<file path="src/design/mbd_defs.vh">
// Constants for the MAC back-off and deferral controller
`ifndef MBD_DEFS_VH
`define MBD_DEFS_VH
`define MBD_DW 32
`define MBD_AW 4
`define MBD_A_CTRL 4'h0
`define MBD_A_STAT 4'h1
`define MBD_A_MASK 4'h2
`define MBD_A_STATE 4'h3
`define MBD_C_RECEIVE_ENABLE_BIT 2
`define MBD_C_TRANSMIT_ENABLE_BIT 3
`define MBD_C_DEFERRAL_CHECK_EN 5
`define MBD_C_BOL_LO 6
`define MBD_C_BOL_HI 7
`define MBD_CTRL_W 8
`define MBD_CTRL_RST 8'h00
`define MBD_CTRL_WMASK 8'hEC
`define MBD_S_RTY 0
`define MBD_S_DEF 1
`define MBD_S_DONE 2
`define MBD_S_COL 3
`define MBD_S_W 4
`define MBD_S_RST 4'h0
`define MBD_CLK_NS 50
`define MBD_BIT_NS_10 100
`define MBD_BIT_NS_100 10
`define MBD_SLOT_BITS 512
`define MBD_DEFER_BITS 24288
`define MBD_CNT_W 16
`define MBD_BO_W 10
`define MBD_ATT_W 5
`define MBD_MAX_ATT 5'h10
`define MBD_K_MAX 4'hA
`define MBD_K_W 4
`define MBD_BOL_10 2'h0
`define MBD_BOL_8 2'h1
`define MBD_BOL_4 2'h2
`define MBD_K_8 4'h8
`define MBD_K_4 4'h4
`define MBD_K_1 4'h1
`define MBD_LFSR_W 20
`define MBD_LFSR_SEED 20'h00001
`define MBD_LFSR_TAP 16
`define MBD_RX_DW 8
`define MBD_STW_HI 22
`define MBD_STW_PAD 4'h0
`endif

</file>
<file path="src/design/mbd_lfsr.v">
// Free-running 20-bit random source for back-off
`timescale 1ns/1ps
`include "mbd_defs.vh"
module mbd_lfsr (
  input wire mclk, // MAC clock
  input wire sys_rst, // Synchronous reset, active high
  input wire clk_en, // Clock enable
  output wire [`MBD_LFSR_W-1:0] lfsr_q // Current shift register state
);
  reg [`MBD_LFSR_W-1:0] lfsr_reg;
  wire fb;
  // Taps x^20 + x^17 + 1, maximal length; seed keeps it off all-zero
  assign fb = lfsr_reg[`MBD_LFSR_W-1] ^ lfsr_reg[`MBD_LFSR_TAP];
  always @(posedge mclk) begin
    if (sys_rst) begin
      lfsr_reg <= `MBD_LFSR_SEED;
    end else if (clk_en) begin
      lfsr_reg <= {lfsr_reg[`MBD_LFSR_W-2:0], fb};
    end
  end
  assign lfsr_q = lfsr_reg;
endmodule // mbd_lfsr

</file>
<file path="src/design/mbd_ctrl.v">
// MAC transmit back-off, deferral check and enable control
`timescale 1ns/1ps
`include "mbd_defs.vh"
// Function
// - Limit selector caps LFSR bits used: 00 ten, 01 eight, 10 four, 11 one.
// - A continuously running 20-bit LFSR supplies the random back-off value.
// - Random bit count K is min(retry number, 10); r lies in 0 to 2^K-1.
// - Selected low LFSR bits load a counter, decremented per slot, wait for zero.
// - With deferral checking on, abort attempt after deferring over 24,288 bit times.
// - Deferral timer counts while a frame is ready but carrier sense holds it.
// - Deferral timer clears to zero and restarts after each collision back-off.
// - With deferral checking off, never abort on deferral; wait indefinitely.
// - Transmit enable set lets frames go from the buffer onto the medium.
// - Transmit enable clear stops frames before they start; a frame already being sent is not cut off.
// - Receive enable set lets frames from the PHY be accepted.
// - Receive enable clear means no frame from the PHY is accepted.
// - Up to 16 attempts on repeated collisions, then a retry error.
module mbd_ctrl #(
  parameter DEFER_CYC_10 =
    (`MBD_DEFER_BITS * `MBD_BIT_NS_10) / `MBD_CLK_NS, // Deferral limit, 10 Mb/s
  parameter DEFER_CYC_100 =
    (`MBD_DEFER_BITS * `MBD_BIT_NS_100) / `MBD_CLK_NS // Deferral limit, 100 Mb/s
) (
  input wire mclk, // MAC clock, 20 MHz
  input wire sys_rst, // Synchronous reset, active high
  input wire clk_en, // Clock enable, freezes state when low
  input wire [`MBD_AW-1:0] reg_addr, // Register address
  input wire [`MBD_DW-1:0] reg_wdata, // Register write data
  input wire reg_wr, // Write strobe
  input wire reg_rd, // Read strobe
  output reg [`MBD_DW-1:0] reg_rdata, // Read data, cycle after strobe
  input wire speed_100, // Link at 100 Mb/s when high
  input wire tx_frame_ready, // Buffer holds a frame to send
  input wire crs, // Carrier sense
  input wire tx_collision, // Collision during transmission
  input wire tx_done, // Frame finished on the medium
  output reg tx_start, // Pulse: begin sending frame
  output reg tx_active, // Transmission in progress
  output reg tx_abort, // Pulse: frame dropped, deferral or retries
  input wire rx_valid_in, // Receive beat from PHY
  input wire [`MBD_RX_DW-1:0] rx_data_in, // Receive data from PHY
  output reg rx_valid_out, // Accepted receive beat
  output reg [`MBD_RX_DW-1:0] rx_data_out, // Accepted receive data
  output reg irq // Level interrupt
);

  //////////////////////////////////////////////////////////////////////
  localparam ST_IDLE = 4'h1;
  localparam ST_DEFER = 4'h2;
  localparam ST_XMIT = 4'h4;
  localparam ST_BACK = 4'h8;
  // Slot is a least wait, so round up to whole cycles
  localparam SLOT_CYC_10 =
    (`MBD_SLOT_BITS * `MBD_BIT_NS_10 + `MBD_CLK_NS - 1) / `MBD_CLK_NS;
  localparam SLOT_CYC_100 =
    (`MBD_SLOT_BITS * `MBD_BIT_NS_100 + `MBD_CLK_NS - 1) / `MBD_CLK_NS;
  localparam integer SLOT_END_10 = SLOT_CYC_10 - 1;
  localparam integer SLOT_END_100 = SLOT_CYC_100 - 1;
  // Counters are 16 bits; every limit fits at either speed
  localparam [`MBD_CNT_W-1:0] SLOT_LAST_10 = SLOT_END_10[`MBD_CNT_W-1:0];
  localparam [`MBD_CNT_W-1:0] SLOT_LAST_100 = SLOT_END_100[`MBD_CNT_W-1:0];
  localparam [`MBD_CNT_W-1:0] DEF_LIM_10 = DEFER_CYC_10[`MBD_CNT_W-1:0];
  localparam [`MBD_CNT_W-1:0] DEF_LIM_100 = DEFER_CYC_100[`MBD_CNT_W-1:0];
  localparam [`MBD_CNT_W-1:0] CNT_ONE = 16'h0001;
  localparam [`MBD_CNT_W-1:0] CNT_ZERO = 16'h0000;
  localparam [`MBD_CNT_W-1:0] CNT_MAX = 16'hFFFF;
  localparam [`MBD_BO_W-1:0] BO_ONE = 10'h001;
  localparam [`MBD_BO_W-1:0] BO_ZERO = 10'h000;
  localparam [`MBD_ATT_W-1:0] ATT_ONE = 5'h01;
  localparam [`MBD_ATT_W-1:0] ATT_ZERO = 5'h00;

  //////////////////////////////////////////////////////////////////////
  // Back-off mask: K = min(n, 10), further capped by the limit code
  function [`MBD_BO_W-1:0] bo_mask;
    input [`MBD_ATT_W-1:0] n;
    input [1:0] sel;
    reg [`MBD_K_W-1:0] k;
    reg [`MBD_K_W-1:0] lim;
    integer i;
    begin
      k = (n > {1'b0, `MBD_K_MAX}) ? `MBD_K_MAX : n[`MBD_K_W-1:0];
      case (sel)
        `MBD_BOL_10: lim = `MBD_K_MAX;
        `MBD_BOL_8: lim = `MBD_K_8;
        `MBD_BOL_4: lim = `MBD_K_4;
        default: lim = `MBD_K_1;
      endcase
      if (lim < k) begin
        k = lim;
      end
      for (i = 0; i < `MBD_BO_W; i = i + 1) begin
        bo_mask[i] = (i < k);
      end
    end
  endfunction

  //////////////////////////////////////////////////////////////////////
  reg [`MBD_CTRL_W-1:0] ctrl_reg;
  reg [`MBD_S_W-1:0] stat_reg;
  reg [`MBD_S_W-1:0] stat_next;
  reg [`MBD_S_W-1:0] mask_reg;
  reg [3:0] state_reg;
  reg [3:0] state_next;
  reg [`MBD_CNT_W-1:0] defer_reg;
  reg [`MBD_CNT_W-1:0] defer_next;
  reg [`MBD_CNT_W-1:0] slot_reg;
  reg [`MBD_CNT_W-1:0] slot_next;
  reg [`MBD_BO_W-1:0] bo_reg;
  reg [`MBD_BO_W-1:0] bo_next;
  reg [`MBD_ATT_W-1:0] att_reg;
  reg [`MBD_ATT_W-1:0] att_next;
  reg start_next;
  reg abort_next;
  reg ev_rty;
  reg ev_def;
  reg ev_done;
  reg ev_col;
  reg [`MBD_DW-1:0] rd_next;
  wire [`MBD_LFSR_W-1:0] lfsr_q;
  wire tx_en_b;
  wire rx_en_b;
  wire deferral_check_en_b;
  wire [1:0] bol_sel;
  wire [`MBD_CNT_W-1:0] slot_last;
  wire [`MBD_CNT_W-1:0] def_lim;
  wire wr_ctrl;
  wire wr_stat;
  wire wr_mask;
  wire [`MBD_S_W-1:0] mask_eff;

  assign tx_en_b = ctrl_reg[`MBD_C_TRANSMIT_ENABLE_BIT];
  assign rx_en_b = ctrl_reg[`MBD_C_RECEIVE_ENABLE_BIT];
  assign deferral_check_en_b = ctrl_reg[`MBD_C_DEFERRAL_CHECK_EN];
  assign bol_sel = ctrl_reg[`MBD_C_BOL_HI:`MBD_C_BOL_LO];
  // Slot and deferral limit follow the current link speed
  assign slot_last = speed_100 ? SLOT_LAST_100 : SLOT_LAST_10;
  assign def_lim = speed_100 ? DEF_LIM_100 : DEF_LIM_10;
  assign wr_ctrl = reg_wr && (reg_addr == `MBD_A_CTRL);
  assign wr_stat = reg_wr && (reg_addr == `MBD_A_STAT);
  assign wr_mask = reg_wr && (reg_addr == `MBD_A_MASK);
  // A mask write counts in its own cycle, so irq never lags it
  assign mask_eff = wr_mask ? reg_wdata[`MBD_S_W-1:0] : mask_reg;

  // Runs even while idle, so each collision draws a fresh value
  mbd_lfsr u_lfsr (
    .mclk(mclk),
    .sys_rst(sys_rst),
    .clk_en(clk_en),
    .lfsr_q(lfsr_q)
  );

  //////////////////////////////////////////////////////////////////////
  // Transmit attempt sequencing
  always @* begin
    state_next = state_reg;
    defer_next = defer_reg;
    slot_next = slot_reg;
    bo_next = bo_reg;
    att_next = att_reg;
    start_next = 1'b0;
    abort_next = 1'b0;
    ev_rty = 1'b0;
    ev_def = 1'b0;
    ev_done = 1'b0;
    ev_col = 1'b0;
    case (state_reg)
      ST_IDLE: begin
        if (tx_en_b && tx_frame_ready) begin
          state_next = ST_DEFER;
          defer_next = CNT_ZERO;
        end
      end
      ST_DEFER: begin
        if (!tx_en_b) begin
          // Disabled before the frame went out: nothing is sent
          state_next = ST_IDLE;
          att_next = ATT_ZERO;
        end else if (!crs) begin
          state_next = ST_XMIT;
          start_next = 1'b1;
        end else if (deferral_check_en_b && (defer_reg > def_lim)) begin
          state_next = ST_IDLE;
          abort_next = 1'b1;
          ev_def = 1'b1;
          att_next = ATT_ZERO;
        end else if (defer_reg != CNT_MAX) begin
          // Saturates; with checking off the wait has no limit
          defer_next = defer_reg + CNT_ONE;
        end
      end
      ST_XMIT: begin
        if (tx_collision) begin
          ev_col = 1'b1;
          if ((att_reg + ATT_ONE) >= `MBD_MAX_ATT) begin
            state_next = ST_IDLE;
            abort_next = 1'b1;
            ev_rty = 1'b1;
            att_next = ATT_ZERO;
          end else begin
            att_next = att_reg + ATT_ONE;
            bo_next = lfsr_q[`MBD_BO_W-1:0] &
              bo_mask(att_reg + ATT_ONE, bol_sel);
            slot_next = CNT_ZERO;
            state_next = ST_BACK;
          end
        end else if (tx_done) begin
          state_next = ST_IDLE;
          ev_done = 1'b1;
          att_next = ATT_ZERO;
        end
      end
      ST_BACK: begin
        if (bo_reg == BO_ZERO) begin
          // Fresh deferral window for the next attempt
          state_next = ST_DEFER;
          defer_next = CNT_ZERO;
        end else if (slot_reg >= slot_last) begin
          slot_next = CNT_ZERO;
          bo_next = bo_reg - BO_ONE;
        end else begin
          slot_next = slot_reg + CNT_ONE;
        end
      end
      default: begin
        state_next = ST_IDLE;
      end
    endcase
  end

  //////////////////////////////////////////////////////////////////////
  // Sticky status: a new event beats a same-cycle clear
  always @* begin
    stat_next = stat_reg;
    if (wr_stat) begin
      stat_next = stat_reg & ~reg_wdata[`MBD_S_W-1:0];
    end
    if (ev_rty) begin
      stat_next[`MBD_S_RTY] = 1'b1;
    end
    if (ev_def) begin
      stat_next[`MBD_S_DEF] = 1'b1;
    end
    if (ev_done) begin
      stat_next[`MBD_S_DONE] = 1'b1;
    end
    if (ev_col) begin
      stat_next[`MBD_S_COL] = 1'b1;
    end
  end

  //////////////////////////////////////////////////////////////////////
  // Read mux; unmapped addresses read zero
  always @* begin
    rd_next = {`MBD_DW{1'b0}};
    case (reg_addr)
      `MBD_A_CTRL: rd_next[`MBD_CTRL_W-1:0] = ctrl_reg;
      `MBD_A_STAT: rd_next[`MBD_S_W-1:0] = stat_reg;
      `MBD_A_MASK: rd_next[`MBD_S_W-1:0] = mask_reg;
      `MBD_A_STATE: rd_next[`MBD_STW_HI:0] = {att_reg, bo_reg, `MBD_STW_PAD, state_reg};
      default: rd_next = {`MBD_DW{1'b0}};
    endcase
  end

  //////////////////////////////////////////////////////////////////////
  // Control, mask and sticky status registers
  always @(posedge mclk) begin
    if (sys_rst) begin
      ctrl_reg <= `MBD_CTRL_RST;
      stat_reg <= `MBD_S_RST;
      mask_reg <= `MBD_S_RST;
    end else if (clk_en) begin
      if (wr_ctrl) begin
        // Reserved control bits stay zero
        ctrl_reg <= reg_wdata[`MBD_CTRL_W-1:0] & `MBD_CTRL_WMASK;
      end
      if (wr_mask) begin
        mask_reg <= reg_wdata[`MBD_S_W-1:0];
      end
      stat_reg <= stat_next;
    end
  end

  //////////////////////////////////////////////////////////////////////
  // Attempt sequencer state and counters
  always @(posedge mclk) begin
    if (sys_rst) begin
      state_reg <= ST_IDLE;
      defer_reg <= CNT_ZERO;
      slot_reg <= CNT_ZERO;
      bo_reg <= BO_ZERO;
      att_reg <= ATT_ZERO;
    end else if (clk_en) begin
      state_reg <= state_next;
      defer_reg <= defer_next;
      slot_reg <= slot_next;
      bo_reg <= bo_next;
      att_reg <= att_next;
    end
  end

  //////////////////////////////////////////////////////////////////////
  // Transmit handshake outputs
  always @(posedge mclk) begin
    if (sys_rst) begin
      tx_start <= 1'b0;
      tx_active <= 1'b0;
      tx_abort <= 1'b0;
    end else if (clk_en) begin
      tx_start <= start_next;
      tx_active <= (state_next == ST_XMIT);
      tx_abort <= abort_next;
    end
  end

  //////////////////////////////////////////////////////////////////////
  // Receive gate
  always @(posedge mclk) begin
    if (sys_rst) begin
      rx_valid_out <= 1'b0;
      rx_data_out <= {`MBD_RX_DW{1'b0}};
    end else if (clk_en) begin
      // Gating is per beat, so disabling mid-frame truncates it
      rx_valid_out <= rx_valid_in && rx_en_b;
      rx_data_out <= rx_en_b ? rx_data_in : {`MBD_RX_DW{1'b0}};
    end
  end

  //////////////////////////////////////////////////////////////////////
  // Read data and interrupt
  always @(posedge mclk) begin
    if (sys_rst) begin
      reg_rdata <= {`MBD_DW{1'b0}};
      irq <= 1'b0;
    end else if (clk_en) begin
      if (reg_rd) begin
        reg_rdata <= rd_next;
      end else begin
        reg_rdata <= {`MBD_DW{1'b0}};
      end
      irq <= |(stat_next & mask_eff);
    end
  end

endmodule // mbd_ctrl

</file>
<file path="config.mk">
export PLATFORM = sky130hd
export DESIGN_NAME = mbd_ctrl
export DESIGN_NICKNAME = d
export VERILOG_FILES = /design/src/design/mbd_lfsr.v /design/src/design/mbd_ctrl.v
export VERILOG_INCLUDE_DIRS = /design/src /design/src/design
export SDC_FILE = /design/constraint.sdc
export NUM_CORES = 1
export LEC_CHECK = 0
export BUFFER_PORTS_ARGS = -buffer_cell sky130_fd_sc_hd__buf_2
export CORE_ASPECT_RATIO = 1.2
export CORE_MARGIN = 4
export CORE_UTILIZATION = 45
export CTS_CLUSTER_DIAMETER = 200
export DETAILED_ROUTE_END_ITERATION = 6
export PLACE_DENSITY = 0.76
export SLEW_MARGIN = 30
export SYNTH_ARGS = -nofsm -noshare
export SYNTH_HDL_FRONTEND = slang
export SYNTH_SLANG_ARGS = --single-unit
</file>
<file path="constraint.sdc">
create_clock -name mclk -period 2.7 [get_ports mclk]
set_input_delay 0.54 -clock mclk [delete_from_list [all_inputs] [get_ports mclk]]
set_output_delay 0.54 -clock mclk [all_outputs]
set_load 0.03 [all_outputs]
</file>
==> results.ini <==
[worst_setup_path]
critPathMaxFanout=10
ff2ff_path_depth=9
arrival_ns=3.03
critPathRequiredTime_ns=3.04
crit_type=reg2reg
worstSetupEndpointType=flop
setup.worst_path.start_class=flop

[sta]
finalMaxSlewViolations=0
holdWs_ns=0.357
skew_ns=0.0141
slew_headroom_pct=64.3
fmax_mhz=373
setup_slack_ns=0.0172
period_share_pct=99.4
hold_viol=0
setup_viol=0
worstMarginPinSlew_ns=0.536
min_period_ns=2.68

[floorplanning]
initial_utilization_pct=46.5
die_w_um=115
die_y_um=137
num_io_pins=100
die_area_um2=15700
rows=46
core-area_um2=13400

[run_status]
status=complete, no violations

[power]
p_switching_w=0.00102
power_density_nw_per_um2=563
p_comb_share_pct=5.6
ir_drop_v=0.000371
p_int_w=0.00327
pwr-share-clk_pct=52.9
p_sw_share_pct=23.8
pwr-share-seq_pct=41.5
p_leak_nw=3.07

[placement]
place_ws_ns=-0.376
place_inst=971
port_buffers=64
gp_congestion=0.866
dp_hpwl_um=10700

[min_path]
hold_depth=3
hold_path.class=in2reg

[logic_synthesis]
syn_avg_cell_area_um2=8.39
synthFlopType=dfxtp_1
synth_top_cell_area_share_pct=38.4
async_flop_share_pct=0
ys_warn_count=0
synthTopCellsByArea=dfxtp_1 (38%), nor2_1 (7.6%), mux2i_1 (5.2%), ha_1 (4.6%), a22oi_1 (4.1%)
synth.distinct_cells=68
ys_seq_area_share_pct=38.4
synthCells=739
synth_edf_count=0
synth_area_um2=6200
ys_ff_latch=119
yosysTopAreaCell=dfxtp_1

[global_routing]
grt_pass1_wl_um=25800
grt_pass1_vias=5523
grt_start_max_net_pins=52
grt_usage_pct=20.0
antenna_found_initial=0
grt_remaining_overflow=0

[detailed_routing]
antenna_left=0
wirelength_um=15400
drc=0
via_count=5694
drt_iter0_markers=300
viasPerCell=5.66
drtPass1Iterations=4
wl_per_cell_um=15.4

[cts]
clk_latency_ns=0.42
htreeDepth=4
cts-root-buf=clkbuf_16
clk_pin_slew_ns=0.06
cts_tree=yes
cts_buffers=17
cts.sinks=119
clock_path_buffers=2

[final_layout]
largest_reg_flops=22
largest-register=reg_rdata
final_common_cell=nor2_1
diodes=0
instances_no_fill=1006
nNetsFinal=903
fillers=1200
area_growth_pct=23.1
layout-drive-gt1-share_pct=22.0
layout_common_cells=nor2_1 (124), dfxtp_1 (114), buf_2 (62)

[run]
max-cap-violations=0

## cells by family after synthesis
logic type	Yosys count	share of synthesized area (%)
simple gates	292	24.0
compound gates	178	19.0
flops	119	38.4
buf+inv	74	5.32
mux	37	6.43
fa+ha+maj	23	4.64
xor+xnor	15	2.12
other cells	1	0.0605
## power by group through the flow
stage                     Clock, W  Sequential [W]  Combinational, W
final                      0.00227         0.00178          0.000241
after global routing       0.00238         0.00178          0.000265
after CTS                  0.00230         0.00178          0.000238
after detailed placement         0         0.00182          0.000237
after global placement           0         0.00182          0.000234
after floorplan                  0         0.00182          0.000165
## cell usage after synthesis, drive strengths merged, types with 8 or more instances
cell    instances
a21oi          49
a22oi          34
and2            8
and3           14
buf            22
clkbuf         35
dfxtp         119
ha             23
inv            17
mux2i          32
nand2          33
nand3          19
nand4          11
nor2          125
nor3           14
o21ai          33
or3            18
xnor2          10
## timing repair
item / 4_1_cts / 5_1_grt
hold endpoints to repair: 0 / 0
gates resized for setup: 4 / 18
setup endpoints to repair: 6 / 22
setup buffers: 0 / 2
gates cloned: 0 / 1
hold buffers: 0 / 0
pin swaps: 0 / 4
## critical path: stages (launching register included)
cell and delay (ns):
dfxtp_2 0.35, ha_4 0.27, nand4b_1 0.12, or4_4 0.56, o41ai_4 0.27, a21oi_4 0.09, o21a_4 0.26, buf_12 0.14
or3_1 0.38, a21oi_1 0.19
## layout make-up
class	count	area, um^2	area share, %
well taps	168	210	2.75
clock buffers	19	453	5.93
flip-flops and latches	119	2390	31.3
inverters	17	63.8	0.836
clock inverters	13	146	1.92
multi-input cells	555	3620	47.4
repair buffers	115	751	9.83
## stage by stage
step | TNS [ns] | power [W] | util (%) | instance area, um^2
after detailed placement | -7.46 | 0.00206 | 51.7 | 6900
after global placement | -6.28 | 0.00205 | 51.7 | 6900
after floorplan | -0.00319 | 0.00199 | - | 6250
final | 0 | 0.00429 | 57.2 | 7630
after global routing | -0.321 | 0.00443 | 57.2 | 7630
after CTS | 0 | 0.00432 | 56.3 | 7520
## metal layers
layer	GRT usage, %	wire (um)	vias up
met3	4.16	548	30
li1	-	-	2838
met2	34.4	7900	124
met5	0	0	-
met4	9.26	386	0
met1	23.8	6610	2702
## final timing paths
kind                                    from                         to  slack [ns]
setup / recovery  defer_reg[15]$_SDFFE_PP0P_  defer_reg[3]$_SDFFE_PP0P_        0.02
setup reg to reg  defer_reg[15]$_SDFFE_PP0P_  defer_reg[3]$_SDFFE_PP0P_        0.02
hold reg to reg       tx_active$_SDFFE_PP0P_     tx_active$_SDFFE_PP0P_        0.46
hold / removal                  reg_wdata[6]   ctrl_reg[6]$_SDFFE_PP0P_        0.36
(Power assumes the default switching activity.)
